**config.mk**
```make
export PLATFORM = sky130hd
export DESIGN_NAME = error_event_mask_and_vector
export DESIGN_NICKNAME = d
export VERILOG_FILES = /design/src/verilog/error_event_pkg.sv /design/src/verilog/error_event_mask_and_vector.sv
export SDC_FILE = /design/constraint.sdc
export NUM_CORES = 1
export LEC_CHECK = 0
export BUFFER_PORTS_ARGS = -buffer_cell sky130_fd_sc_hd__buf_2
export CELL_PAD_IN_SITES_DETAIL_PLACEMENT = 1
export CELL_PAD_IN_SITES_GLOBAL_PLACEMENT = 2
export CORE_ASPECT_RATIO = 2
export CORE_UTILIZATION = 27
export CTS_CLUSTER_SIZE = 8
export DETAILED_ROUTE_END_ITERATION = 10
export PLACE_DENSITY_LB_ADDON = 0.1
export SKIP_CTS_REPAIR_TIMING = 1
export SYNTH_ARGS = -nofsm -noshare
export SYNTH_HDL_FRONTEND = slang
export SYNTH_SLANG_ARGS = --single-unit
```
**constraint.sdc**
```tcl
create_clock -name hclk -period 4.8 [get_ports hclk]
set_input_delay 0.72 -clock hclk [delete_from_list [all_inputs] [get_ports hclk]]
set_output_delay 0.72 -clock hclk [all_outputs]
set_load 0.005 [all_outputs]
```
**src/verilog/error_event_pkg.sv**
```systemverilog
`default_nettype none
package error_event_pkg;
   localparam int unsigned NUM_EVENT_LINES = 4;
   localparam int unsigned NUM_LINKS = 6;
   localparam int unsigned NUM_LINK_EVENT_LINES = 2;

   // Register byte offsets
   localparam logic [7:0] OFS_MASK_CLEAR_BASE = 8'h00;
   localparam logic [7:0] OFS_VECTOR_BASE = 8'h10;
   localparam logic [7:0] OFS_BUS_ERROR = 8'h20;
   localparam logic [7:0] OFS_IRQ_STATUS = 8'h24;
   localparam logic [7:0] OFS_IRQ_MASK = 8'h28;

   // Common mask layout: implemented bits
   localparam logic [31:0] COMMON_MASK_BITS = 32'h03ff_f703;
   localparam logic [31:0] COMMON_MASK_RESET = 32'h0000_0000;

   // Vector field positions
   localparam int unsigned VEC_LINKS_COMMON_BIT = 12;
   localparam int unsigned VEC_SHARED_A_BIT = 0;
   localparam int unsigned VEC_SHARED_B_BIT = 1;
   localparam int unsigned VEC_SHARED_COMMON_BIT = 2;

   // Capture register field positions
   localparam int unsigned CAP_DIR_BIT = 24;
   localparam int unsigned CAP_STATUS_LSB = 20;
   localparam int unsigned CAP_BYTE_EN_LSB = 16;
   localparam logic [2:0] CAP_STATUS_ADDRESS = 3'h1;
   localparam logic [2:0] CAP_STATUS_DATA = 3'h4;
   localparam logic [31:0] CAP_RESET = 32'h0000_0000;
   localparam logic [3:0] IRQ_MASK_RESET = 4'h0;

   typedef struct packed {
      logic valid;
      logic is_read;
      logic [2:0] status;
      logic [3:0] byte_en;
      logic [15:0] word_addr;
   } bus_error_t;

   typedef struct packed {
      logic [NUM_LINKS-1:0] group_a;
      logic [NUM_LINKS-1:0] group_b;
   } link_flags_t;
endpackage
`default_nettype wire
```
**src/verilog/error_event_mask_and_vector.sv**
```systemverilog
`default_nettype none
// Operation
// - Writing 1 to a common mask-clear bit clears that mask bit, writing 0 leaves it alone.
// - Reading a common mask-clear register returns the current mask bits.
// - Bits 25..20 mask the six debug-access flags in the listed order.
// - Bits 19..16 mask out-FIFO overflow, memory leak, out-RAM write and in-RAM read.
// - Bits 15..12 mask underflow of inbound packet FIFOs 3..0.
// - Bits 10..8 mask overflow of inbound FIFOs 2..0 and bits 11 and 7..2 read zero.
// - Bits 1 and 0 mask the alignment errors of combiner units 1 and 0.
// - There are four common mask-clear registers, each acting on its own event line only.
// - Each event line has a vector whose bits show a masked status with any active flag.
// - A vector bit stays set while any condition remains in its masked status.
// - Lines 0 and 1 report link n group A at bit 2n, group B at 2n+1, common at 12.
// - Line 1 uses the same layout as line 0 over its own masked status.
// - Lines 2 and 3 report group A at bit 0, group B at bit 1, common at bit 2.
// - The bus error capture register is read-only and a write clears it unless a new error is captured in the same cycle.
// - A captured error records direction, status, byte enables and word address.
module error_event_mask_and_vector
   import error_event_pkg::*;
(
   input wire logic hclk,
   input wire logic hresetn,
   input wire logic hsel,
   input wire logic [31:0] haddr,
   input wire logic [1:0] htrans,
   input wire logic hwrite,
   input wire logic [2:0] hsize,
   input wire logic [31:0] hwdata,
   input wire logic hready,
   output logic hreadyout,
   output logic hresp,
   output logic [31:0] hrdata,
   input wire logic [3:0] common_set_mask,
   input wire logic [31:0] common_raw_status [NUM_EVENT_LINES],
   output logic [31:0] common_source_mask [NUM_EVENT_LINES],
   input wire link_flags_t link_flags [NUM_LINK_EVENT_LINES],
   input wire logic [1:0] shared_group_a_flag,
   input wire logic [1:0] shared_group_b_flag,
   input wire bus_error_t bus_error_in,
   output logic [NUM_EVENT_LINES-1:0] event_line,
   output logic irq
);
   import error_event_pkg::*;

   ////////////////////////////////////////////////////////////////////////////////
   // Bus slave: zero wait states, always OKAY

   logic wr_pending;
   logic [7:0] wr_addr;
   logic rd_pending;
   logic [7:0] rd_addr;
   logic addr_phase;
   logic [31:0] mask_reg [NUM_EVENT_LINES];
   logic [31:0] vector [NUM_EVENT_LINES];
   logic [31:0] capture;
   logic [3:0] irq_status;
   logic [3:0] irq_mask;
   logic [3:0] prev_event;
   logic [31:0] next_rdata;
   logic status_read;

   assign hreadyout = 1'b1;
   assign hresp = 1'b0;
   assign addr_phase = hsel && hready && htrans[1];

   always_ff @(posedge hclk or negedge hresetn) begin
      if (!hresetn) begin
         wr_pending <= 1'b0;
         rd_pending <= 1'b0;
         wr_addr <= 8'h00;
         rd_addr <= 8'h00;
      end else if (hready) begin
         // Accesses above the register window are ignored, as reads already return zero
         wr_pending <= addr_phase && hwrite && (haddr[31:8] == 24'h000000);
         rd_pending <= addr_phase && !hwrite && (haddr[31:8] == 24'h000000);
         wr_addr <= haddr[7:0];
         rd_addr <= haddr[7:0];
      end
   end

   ////////////////////////////////////////////////////////////////////////////////
   // Common masks, one per event line

   function automatic logic hit(input logic [7:0] a, input logic [7:0] ofs);
      hit = (a[7:2] == ofs[7:2]);
   endfunction

   for (genvar e = 0; e < NUM_EVENT_LINES; e++) begin : g_mask
      localparam logic [7:0] OFS = OFS_MASK_CLEAR_BASE + 8'(e * 4);
      logic clr_hit;
      assign clr_hit = wr_pending && hit(wr_addr, OFS);
      always_ff @(posedge hclk or negedge hresetn) begin
         if (!hresetn) begin
            mask_reg[e] <= COMMON_MASK_RESET;
         end else if (common_set_mask[e]) begin
            // Set from the neighbouring mask-set register wins over a clear
            mask_reg[e] <= (mask_reg[e] | hwdata) & COMMON_MASK_BITS;
         end else if (clr_hit) begin
            mask_reg[e] <= mask_reg[e] & ~hwdata & COMMON_MASK_BITS;
         end
      end
      assign common_source_mask[e] = mask_reg[e];
   end

   ////////////////////////////////////////////////////////////////////////////////
   // Vectors; combinational so they follow the masked status directly

   always_comb begin
      logic [31:0] v;
      v = 32'h0000_0000;
      for (int e = 0; e < NUM_EVENT_LINES; e++) begin
         vector[e] = 32'h0000_0000;
      end
      for (int e = 0; e < NUM_LINK_EVENT_LINES; e++) begin
         v = 32'h0000_0000;
         for (int n = 0; n < NUM_LINKS; n++) begin
            v[2*n] = link_flags[e].group_a[n];
            v[2*n+1] = link_flags[e].group_b[n];
         end
         v[VEC_LINKS_COMMON_BIT] = |(common_raw_status[e] & mask_reg[e]);
         vector[e] = v;
      end
      for (int e = NUM_LINK_EVENT_LINES; e < NUM_EVENT_LINES; e++) begin
         v = 32'h0000_0000;
         v[VEC_SHARED_A_BIT] = shared_group_a_flag[e-NUM_LINK_EVENT_LINES];
         v[VEC_SHARED_B_BIT] = shared_group_b_flag[e-NUM_LINK_EVENT_LINES];
         v[VEC_SHARED_COMMON_BIT] = |(common_raw_status[e] & mask_reg[e]);
         vector[e] = v;
      end
   end

   for (genvar e = 0; e < NUM_EVENT_LINES; e++) begin : g_line
      assign event_line[e] = |vector[e];
   end

   ////////////////////////////////////////////////////////////////////////////////
   // Bus error capture: latest error held until software writes

   always_ff @(posedge hclk or negedge hresetn) begin
      if (!hresetn) begin
         capture <= CAP_RESET;
      end else if (bus_error_in.valid) begin
         // New capture wins over a clearing write in the same cycle
         capture <= 32'h0000_0000;
         capture[CAP_DIR_BIT] <= bus_error_in.is_read;
         capture[CAP_STATUS_LSB +: 3] <= bus_error_in.status;
         capture[CAP_BYTE_EN_LSB +: 4] <= bus_error_in.byte_en;
         capture[15:0] <= bus_error_in.word_addr;
      end else if (wr_pending && hit(wr_addr, OFS_BUS_ERROR)) begin
         capture <= CAP_RESET;
      end
   end

   ////////////////////////////////////////////////////////////////////////////////
   // Interrupt: rising event lines set sticky bits, read clears

   assign status_read = rd_pending && hit(rd_addr, OFS_IRQ_STATUS);

   always_ff @(posedge hclk or negedge hresetn) begin
      if (!hresetn) begin
         prev_event <= 4'h0;
      end else begin
         prev_event <= event_line;
      end
   end

   always_ff @(posedge hclk or negedge hresetn) begin
      if (!hresetn) begin
         irq_status <= 4'h0;
      end else begin
         irq_status <= (status_read ? 4'h0 : irq_status) | (event_line & ~prev_event);
      end
   end

   always_ff @(posedge hclk or negedge hresetn) begin
      if (!hresetn) begin
         irq_mask <= IRQ_MASK_RESET;
      end else if (wr_pending && hit(wr_addr, OFS_IRQ_MASK)) begin
         irq_mask <= hwdata[3:0];
      end
   end

   assign irq = |(irq_status & irq_mask);

   ////////////////////////////////////////////////////////////////////////////////
   // Read data; registered, unmapped reads return zero

   always_comb begin
      next_rdata = 32'h0000_0000;
      for (int e = 0; e < NUM_EVENT_LINES; e++) begin
         if (hit(haddr[7:0], OFS_MASK_CLEAR_BASE + 8'(e * 4))) begin
            next_rdata = mask_reg[e];
         end
         if (hit(haddr[7:0], OFS_VECTOR_BASE + 8'(e * 4))) begin
            next_rdata = vector[e];
         end
      end
      if (hit(haddr[7:0], OFS_BUS_ERROR)) begin
         next_rdata = capture;
      end
      if (hit(haddr[7:0], OFS_IRQ_STATUS)) begin
         next_rdata = {28'h0000000, irq_status};
      end
      if (hit(haddr[7:0], OFS_IRQ_MASK)) begin
         next_rdata = {28'h0000000, irq_mask};
      end
      if (haddr[31:8] != 24'h000000) begin
         next_rdata = 32'h0000_0000;
      end
   end

   always_ff @(posedge hclk or negedge hresetn) begin
      if (!hresetn) begin
         hrdata <= 32'h0000_0000;
      end else if (addr_phase && !hwrite) begin
         hrdata <= next_rdata;
      end
   end
endmodule
`default_nettype wire

```
Yosys cells after proc, flatten, opt, wreduce, memory -nomap -nowiden
Cells that the tools add are included. Widths: inputs -> output; s select.

Register bits after elaboration: 214. Bits of input ports: 259. Output and inout bits: 167. Word-level logic and storage cells: 100.

Eq/ne operators: 16. Muxes and demuxes: 23. Bitwise gates (word level): 17. Reductions and logical operators: 32.

Operators with widths (number): $mux 32 (22); $and 32x32->32 (4); $reduce_or 32->1 (4); $and 26x26->26 (4); $or 26x26->26 (4); $reduce_or 44->1 (2); $reduce_or 34->1 (2); $eq 6x4->1 const B (6); $not 26->26 (1); $eq 6x2->1 const B (4); $eq 6x3->1 const B (4); $logic_not 24->1 (1); $reduce_bool 24->1 (1); $logic_and 1x1->1 (13); $eq 6x1->1 const B (2); $logic_not 6->1 (2); $reduce_bool 2->1 (5); $and 4x4->4 (2); $mux 4 (1); $not 4->4 (1); $or 4x4->4 (1); $reduce_or 4->1 (1); $logic_not 1->1 (1).

Longest topological paths before layout
Gate-level depths: netlist (run 1).

Depth after elaboration: 13. Depth in mapped cells: 9. Mapped depth without buffers: 6.

Worst setup path before layout (run 1)
No wires, ideal clock.

Path type: input-to-reg. Start point: in haddr[4]. End point: reg hrdata[20]. Setup time: 0.126 ns. Arrival time: 2.293 ns. Data required time: 4.674 ns. Slack: 2.381 ns. Cell stages on the path: 7. Buffers on the path: 2. Path through: buf_2 > or4b_1 > a211oi_2 > nor3_2 > buf_2 > a21boi_0 > a221o_1.

Cells in the longest elaborated chain, start to end: 13. Elaborated cells between the ends (all ways): 23. Classes of those cells: eq/ne: 10; mux: 12; reduce/logical: 1.

Ends and longest elaborated chain: start: declaration (RTL line error_event_mask_and_vector.sv:24) `input wire logic [31:0] haddr,`; $logic_not 6->1 (RTL line error_event_mask_and_vector.sv:85) `hit = (a[7:2] == ofs[7:2]);`; $mux 32 (RTL line error_event_mask_and_vector.sv:191) `if (hit(haddr[7:0], OFS_MASK_CLEAR_BASE + 8'(e * 4))) begin`; $mux 32 (RTL line error_event_mask_and_vector.sv:194) `if (hit(haddr[7:0], OFS_VECTOR_BASE + 8'(e * 4))) begin`; $mux 32 (RTL line error_event_mask_and_vector.sv:191); $mux 32 (RTL line error_event_mask_and_vector.sv:194); $mux 32 (RTL line error_event_mask_and_vector.sv:191); $mux 32 (RTL line error_event_mask_and_vector.sv:194); $mux 32 (RTL line error_event_mask_and_vector.sv:191); $mux 32 (RTL line error_event_mask_and_vector.sv:194); $mux 32 (RTL line error_event_mask_and_vector.sv:198) `if (hit(haddr[7:0], OFS_BUS_ERROR)) begin`; $mux 32 (RTL line error_event_mask_and_vector.sv:201) `if (hit(haddr[7:0], OFS_IRQ_STATUS)) begin`; $mux 32 (*) (RTL line error_event_mask_and_vector.sv:204) `if (hit(haddr[7:0], OFS_IRQ_MASK)) begin`; $mux 32 (*) (RTL line error_event_mask_and_vector.sv:207) `if (haddr[31:8] != 24'h000000) begin`; end signal: assignment (RTL line error_event_mask_and_vector.sv:216) `hrdata <= next_rdata;`; end: declaration (RTL line error_event_mask_and_vector.sv:32) `output logic [31:0] hrdata,`.

Every way passes the cells marked *; elsewhere a longest branch is shown, timed or not. A chain may end at the register's enable or synchronous reset.

==> results by group, run 1 <==
CTS
  – Longest Clk Path Bufs: 2
  – Clock root cell: clkbuf_16
  – Clk sinks: 146
  – Insertion delay to the later sink of the worst-skew pair: 0.45 ns
  – Clock transition at path regs: 0.06 ns
  – CTS tree: done
  – H-tree depth: 4
  – Num CTS Buffers: 17

Worst setup path
  – CP max stage delay: 0.48 ns
  – Worst r2r path cells: 6
  – Critical path, cell by cell: a22o_1 > a221oi_1 > and3_1 > nand3_1 > nor2_1 > inv_1 > buf_2
  – Crit path DAT: 2.70 ns
  – Worst R2R Start: rd_addr[4]
  – Worst R2R Setup Slack: 2.29 ns
  – Critical path required time: 4.08 ns
  – Critical path class: reg -> out
  – Critical-path maximum fanout: 4
  – CP Capture Type: output port
  – Worst setup SP type: flip-flop
  – CP max-delay cell: dfrtp_1

Synthesis
  – Seq cells post-synth: 146
  – Post-Syn Area: 7660 sq um
  – Post-Syn Instances: 750
  – Post-synth EDFFs: 0
  – Synth Flop Type: dfrtp_1
  – Ys async rst share: 1.00
  – Top cell type's share of synthesized area: 0.477
  – Largest area contributor in the netlist: dfrtp_1
  – Area contributors post-synth: dfrtp_1, a22o_1, a22oi_1
  – Syn. warnings: 0
  – Netlist cell types: 55
  – Register area share after synthesis: 0.477
  – Syn_area_per_cell: 10.2 sq um

Power
  – Peak supply drop: 0.000260 V
  – Pwr/cell area: 304 nW/um^2
  – Final Total Pwr: 2.98 mW
  – P_leak: 4.41 nW

Global route
  – First-pass GRT wire length: 53100 microns
  – GRT Residual Overflow: 0
  – Largest net degree at the start of global routing: 79
  – Total track usage: 0.264
  – Number of global-route vias before repair: 7652
  – Initial antenna violation count: 2

Detailed routing
  – TritonRoute pass-1 iters: 5
  – Antenna-violating nets left: 0
  – Vias/cell: 5.32
  – WL/cell: 27.2 microns
  – DRT iter0 DRCs: 410
  – Total Wirelength: 37700 microns
  – DR DRC count: 0
  – Total number of vias: 7363

Floorplan
  – Row cnt: 86
  – Die height: 240 microns
  – Total die area: 29100 sq um
  – Initial Util: 0.276
  – DIE WIDTH: 121 microns
  – Core Box Area: 27800 sq um
  – Ports: 426

Timing
  – # setup viols final: 0
  – Final Max Tran Viols: 0
  – Worst slew margin: 0.313
  – Fin crit share: 0.713
  – Fin crit period: 3.42 ns
  – Fin Setup TNS: 0 ns
  – Highest clock rate: 0.292 GHz
  – Actual slew at the worst max-slew pin: 1.03 ns
  – Skew final: 0.00773 ns
  – Worst Slack Setup Final: 1.38 ns
  – RSZ-0062 raised after global routing: false
  – Fin. Hold Viols: 0

Hold path
  – Hold crit path type: in -> async

Final layout
  – Layout Nets: 1277
  – Share of cells above drive strength 1: 0.356
  – Filler instances: 3309
  – Util after Layout: 0.354
  – Multi-input logic area: 3490 sq um
  – Reg area: 3650 sq um
  – Final Cell Area: 9820 sq um
  – Layout area overhead: 28.1%

Placed design
  – Buffers on Ports: 296
  – Post-DP HPWL: 29400 microns
  – DP Area: 9210 sq um
  – Setup WS pre-CTS: 1.43 ns
  – Placer Congestion: 0.903

Outcome
  – Outcome: complete, no violations

Run
  – Max Cap Violations: 0
==> how the worst max path moves through the flow <==
stage                         start       endpoint  slack, ns  cells after the start
after global placement     haddr[2]     hrdata[24]       1.42                      7
after global routing      flip-flop  event_line[0]       1.31                      7
after floorplan            haddr[4]     hrdata[20]       2.38                      7
after CTS                 flip-flop  event_line[0]       1.31                      7
final                     flip-flop  event_line[0]       1.38                      7
after detailed placement   haddr[2]     hrdata[24]       1.43                      7
==> power by group <==
group | total [mW] | internal [mW] | switching, mW
Clock | 1.42 | 0.878 | 0.544
Sequential | 1.28 | 1.26 | 0.0228
Combinational | 0.279 | 0.105 | 0.174
Total | 2.98 | 2.24 | 0.741
==> critical path: cells and delay by family (launching register included) <==
| family | cells | cell delay, ns |
|---|---|---|
| AOI/OAI and AO/OA | 2 | 0.70 |
| buffers and inverters | 2 | 0.25 |
| DFF | 1 | 0.48 |
| and+or+nand+nor | 3 | 0.81 |
==> through the flow <==
| stage | hold WS (ns) | instances |
|---|---|---|
| after floorplan | 0.412 | 808 |
| after global placement | 0.425 | 1351 |
| after detailed placement | 0.428 | 1351 |
| after CTS | 0.345 | 1382 |
| after global routing | 0.367 | 1383 |
| final | 0.310 | 1383 |
==> logic make-up (layout without fill, tap and decap cells) <==
logic type	Yosys count	count (layout)	share of synthesized area
AO/OA/AOI/OAI	251	251	0.264
buffers and inverters	127	349	0.0979
flip-flops	146	146	0.477
multiplexers	18	18	0.0274
other	2	61	0.000980
AND/OR/NAND/NOR	206	206	0.133
==> cells in the final DEF, fill, tap and decap left out, drive strengths merged, types with 4 or more instances in the layout <==
cell    instances
nor3           18
a22oi          68
nand3           8
conb           60
clkinv          4
inv             8
dfrtp         146
mux2           14
a21oi           9
nor2b           4
a222oi          4
nand4           4
nand2         116
buf           310
bufinv          4
a21boi         11
a22o          114
nor2           17
nand2b          4
o21ai          13
clkbuf         21
a221o          11
nor4           16
==> Yosys cell counts (2+ instances only) <==
library cell	n
a222oi_1	4
mux2_2	14
buf_4	61
a31oi_1	2
or4b_1	2
o21ai_0	13
a21boi_0	11
conb_1	2
o31ai_1	2
or4_1	3
a21oi_1	9
nand2b_1	4
nor4b_1	2
clkbuf_2	15
nor2_1	15
clkbuf_1	20
nand4b_1	3
nor3_1	13
a22o_1	114
buf_2	9
a211oi_1	2
inv_1	8
nor4_1	16
nand4_1	4
a22oi_1	68
nor3_2	4
dfrtp_1	146
nand3_1	7
o22ai_1	3
and4_1	2
nor2b_1	4
a221o_1	11
and3_1	2
a221oi_1	3
mux2i_1	3
buf_6	2
nand2_1	116
o221ai_1	3
buf_1	12
==> final cells by class <==
class,count,area share
Tap cell,352,0.0449
Clock inverter,10,0.0162
Timing Repair Buffer,310,0.162
Antenna cell,1,0.000255
Multi-Input combinational cell,535,0.355
Sequential cell,146,0.372
Inverter,8,0.00306
Clock buffer,21,0.0459
==> routing by layer <==
metal | GRT usage | vias up | wire length, microns
met1 | 0.278 | 3764 | 13400
met3 | 0.0375 | 48 | 1680
met4 | 0.111 | 0 | 1200
met5 | 0 | - | 0
li1 | - | 3242 | -
met2 | 0.511 | 309 | 21400
Note: power is estimated with default switching activity, not from simulation.
==> run 2, diff against run 1 <==
--- a/config.mk
+++ b/config.mk
@@ -9,7 +9,7 @@
 export CELL_PAD_IN_SITES_DETAIL_PLACEMENT = 1
 export CELL_PAD_IN_SITES_GLOBAL_PLACEMENT = 2
 export CORE_ASPECT_RATIO = 2
-export CORE_UTILIZATION = 27
+export CORE_UTILIZATION = 25
 export CTS_CLUSTER_SIZE = 8
 export DETAILED_ROUTE_END_ITERATION = 10
 export PLACE_DENSITY_LB_ADDON = 0.1
==> constraint.sdc (replaced) <==
create_clock -name hclk -period 3.2 [get_ports hclk]
set_input_delay 0.48 -clock hclk [delete_from_list [all_inputs] [get_ports hclk]]
set_output_delay 0.48 -clock hclk [all_outputs]
set_load 0.005 [all_outputs]
==> run 2 against run 1 <==
  * Sequential power is 50% higher
  * Total power is 55% higher
  * Routed wire length up 3.9%
  * Count of clock-buffer cells in the layout is 3 lower
  * Critical path depth is the same
  * Critical path type unchanged
  * Largest cell class unchanged
==> results by group, run 2 (synthesis gave the netlist of run 1 again) <==
Outcome
  – Outcome: complete, no violations

Global route
  – M1 GR Usage: 0.261
  – M3 GR Usage: 0.0405
  – Largest net degree at the start of global routing: 66
  – Grt met2 use: 0.487
  – Initial antenna violation count: 2
  – GRT Residual Overflow: 0
  – Layer with the highest usage: met2
  – Total track usage: 0.254
  – Number of global-route vias before repair: 7896
  – First-pass GRT wire length: 55700 microns

CTS
  – Insertion delay to the later sink of the worst-skew pair: 0.45 ns
  – Longest Clk Path Bufs: 2
  – Clock transition at path regs: 0.07 ns
  – Num CTS Buffers: 17
  – H-tree depth: 4
  – Clk sinks: 146
  – Clock root cell: clkbuf_16
  – CTS tree: done

Placed design
  – Post-placement cell count: 1393
  – Placer Congestion: 0.870
  – Post-DP HPWL: 30800 microns
  – Buffers on Ports: 296

Detailed routing
  – Total Wirelength: 39200 microns
  – Total number of vias: 7527
  – DRT iter0 DRCs: 398
  – Antenna-violating nets left: 0
  – DR DRC count: 0
  – Vias/cell: 5.27
  – WL/cell: 27.4 microns
  – TritonRoute pass-1 iters: 6

Final layout
  – Layout Nets: 1303
  – Util after Layout: 0.334
  – Layout area overhead: 31.6%
  – Share of cells above drive strength 1: 0.376
  – Most frequent cells in the layout: buf_2, dfrtp_1, nand2_1, a22o_1, a22oi_1
  – Commonest non-fill, non-tap cell in the layout: buf_2
  – Fin cells: 1427

Power
  – P_leak: 4.57 nW
  – Peak supply drop: 0.000385 V
  – Pwr/cell area: 460 nW/um^2

Floorplan
  – Die height: 250 microns
  – Ports: 426
  – Core Box Area: 30200 sq um
  – Initial Util: 0.254
  – DIE WIDTH: 126 microns
  – Row cnt: 90
  – Total die area: 31400 sq um

Timing
  – Skew final: 0.0116 ns
  – Worst slew margin: 0.416
  – Final Max Tran Viols: 0
  – Fin crit period: 3.05 ns
  – Fin. Hold Viols: 0
  – # setup viols final: 0
  – Actual slew at the worst max-slew pin: 0.868 ns
  – Fin crit share: 0.955
  – Fin Setup TNS: 0 ns
  – RSZ-0062 raised after global routing: false
  – Highest clock rate: 0.327 GHz

Worst setup path
  – Critical R2R Capture: hrdata[12]
  – CP Capture Type: output port
  – Worst setup endpoint: event_line[0]
  – Critical-path maximum fanout: 4
  – Crit path DAT: 2.57 ns
  – Critical path required time: 2.72 ns
  – CP max-delay cell: dfrtp_1
  – Critical path, cell by cell: a22o_1 > a221oi_1 > and3_1 > nand3_1 > nor2_1 > inv_1 > buf_2
  – Worst R2R Setup Slack: 0.97 ns
  – Worst r2r path cells: 6
  – Critical path class: reg -> out
  – CP max stage delay: 0.52 ns
  – Worst setup SP type: flip-flop

Hold path
  – Hold crit path type: in -> async

Run
  – Max Cap Violations: 0
[run 2: cell count changes in the layout (fill, tap and decap cells not counted), moves of 3 or more]
cell	before	now
inv_8	0	4
buf_4	14	39
inv_6	0	3
clkinv_2	3	0
clkbuf_1	3	0
[run 2: final cells by class]
class                           instances  area (sq um)
Antenna cell                            2          5.00
Clock buffer                           18           439
Clock inverter                         14           215
Fill cell                            3550         20100
Inverter                                8          30.0
Multi-Input combinational cell        535          3480
Sequential cell                       146          3650
Tap cell                              368           460
Timing Repair Buffer                  336          1800
[run 2: how the worst min path moves through the flow]
stage                     to  slack (ns)
2_1_floorplan      async pin        0.18
3_3_place_gp   irq_status[0]        0.43
3_5_place_dp   irq_status[0]        0.43
4_1_cts            async pin        0.05
5_1_grt            async pin        0.08
6_report           async pin        0.02
[run 2: stage by stage]
stage                     worst slack (ns)  power (mW)  hold WS, ns  area [sq um]
final                                0.145        4.63       0.0215         10100
after detailed placement             0.382        2.39        0.430          9430
after CTS                           0.0530        4.68       0.0529         10100
after floorplan                       1.02        2.18        0.184          7880
after global routing               0.00590        4.77       0.0835         10100
after global placement               0.379        2.38        0.433          9430
[run 2: layer usage]
layer  vias up  wire length (microns)
li1       3303                      -
met5         -                      0
met3        63                   1750
met1      3832                  13900
met4         0                   1750
met2       329                  21800
[run 2: power by group]
group | switching [mW] | internal, mW | leakage, nW
clock network | 0.930 | 1.36 | 0.315
logic | 0.263 | 0.167 | 2.71
registers | 0.0341 | 1.88 | 1.55
total | 1.23 | 3.41 | 4.57
[run 2: critical path, delay by kind of cell, from the launching register on]
kind            cells  cell delay (ns)
flops               1             0.52
compound gates      2             0.54
simple gates        3             0.84
buf+inv             2             0.23
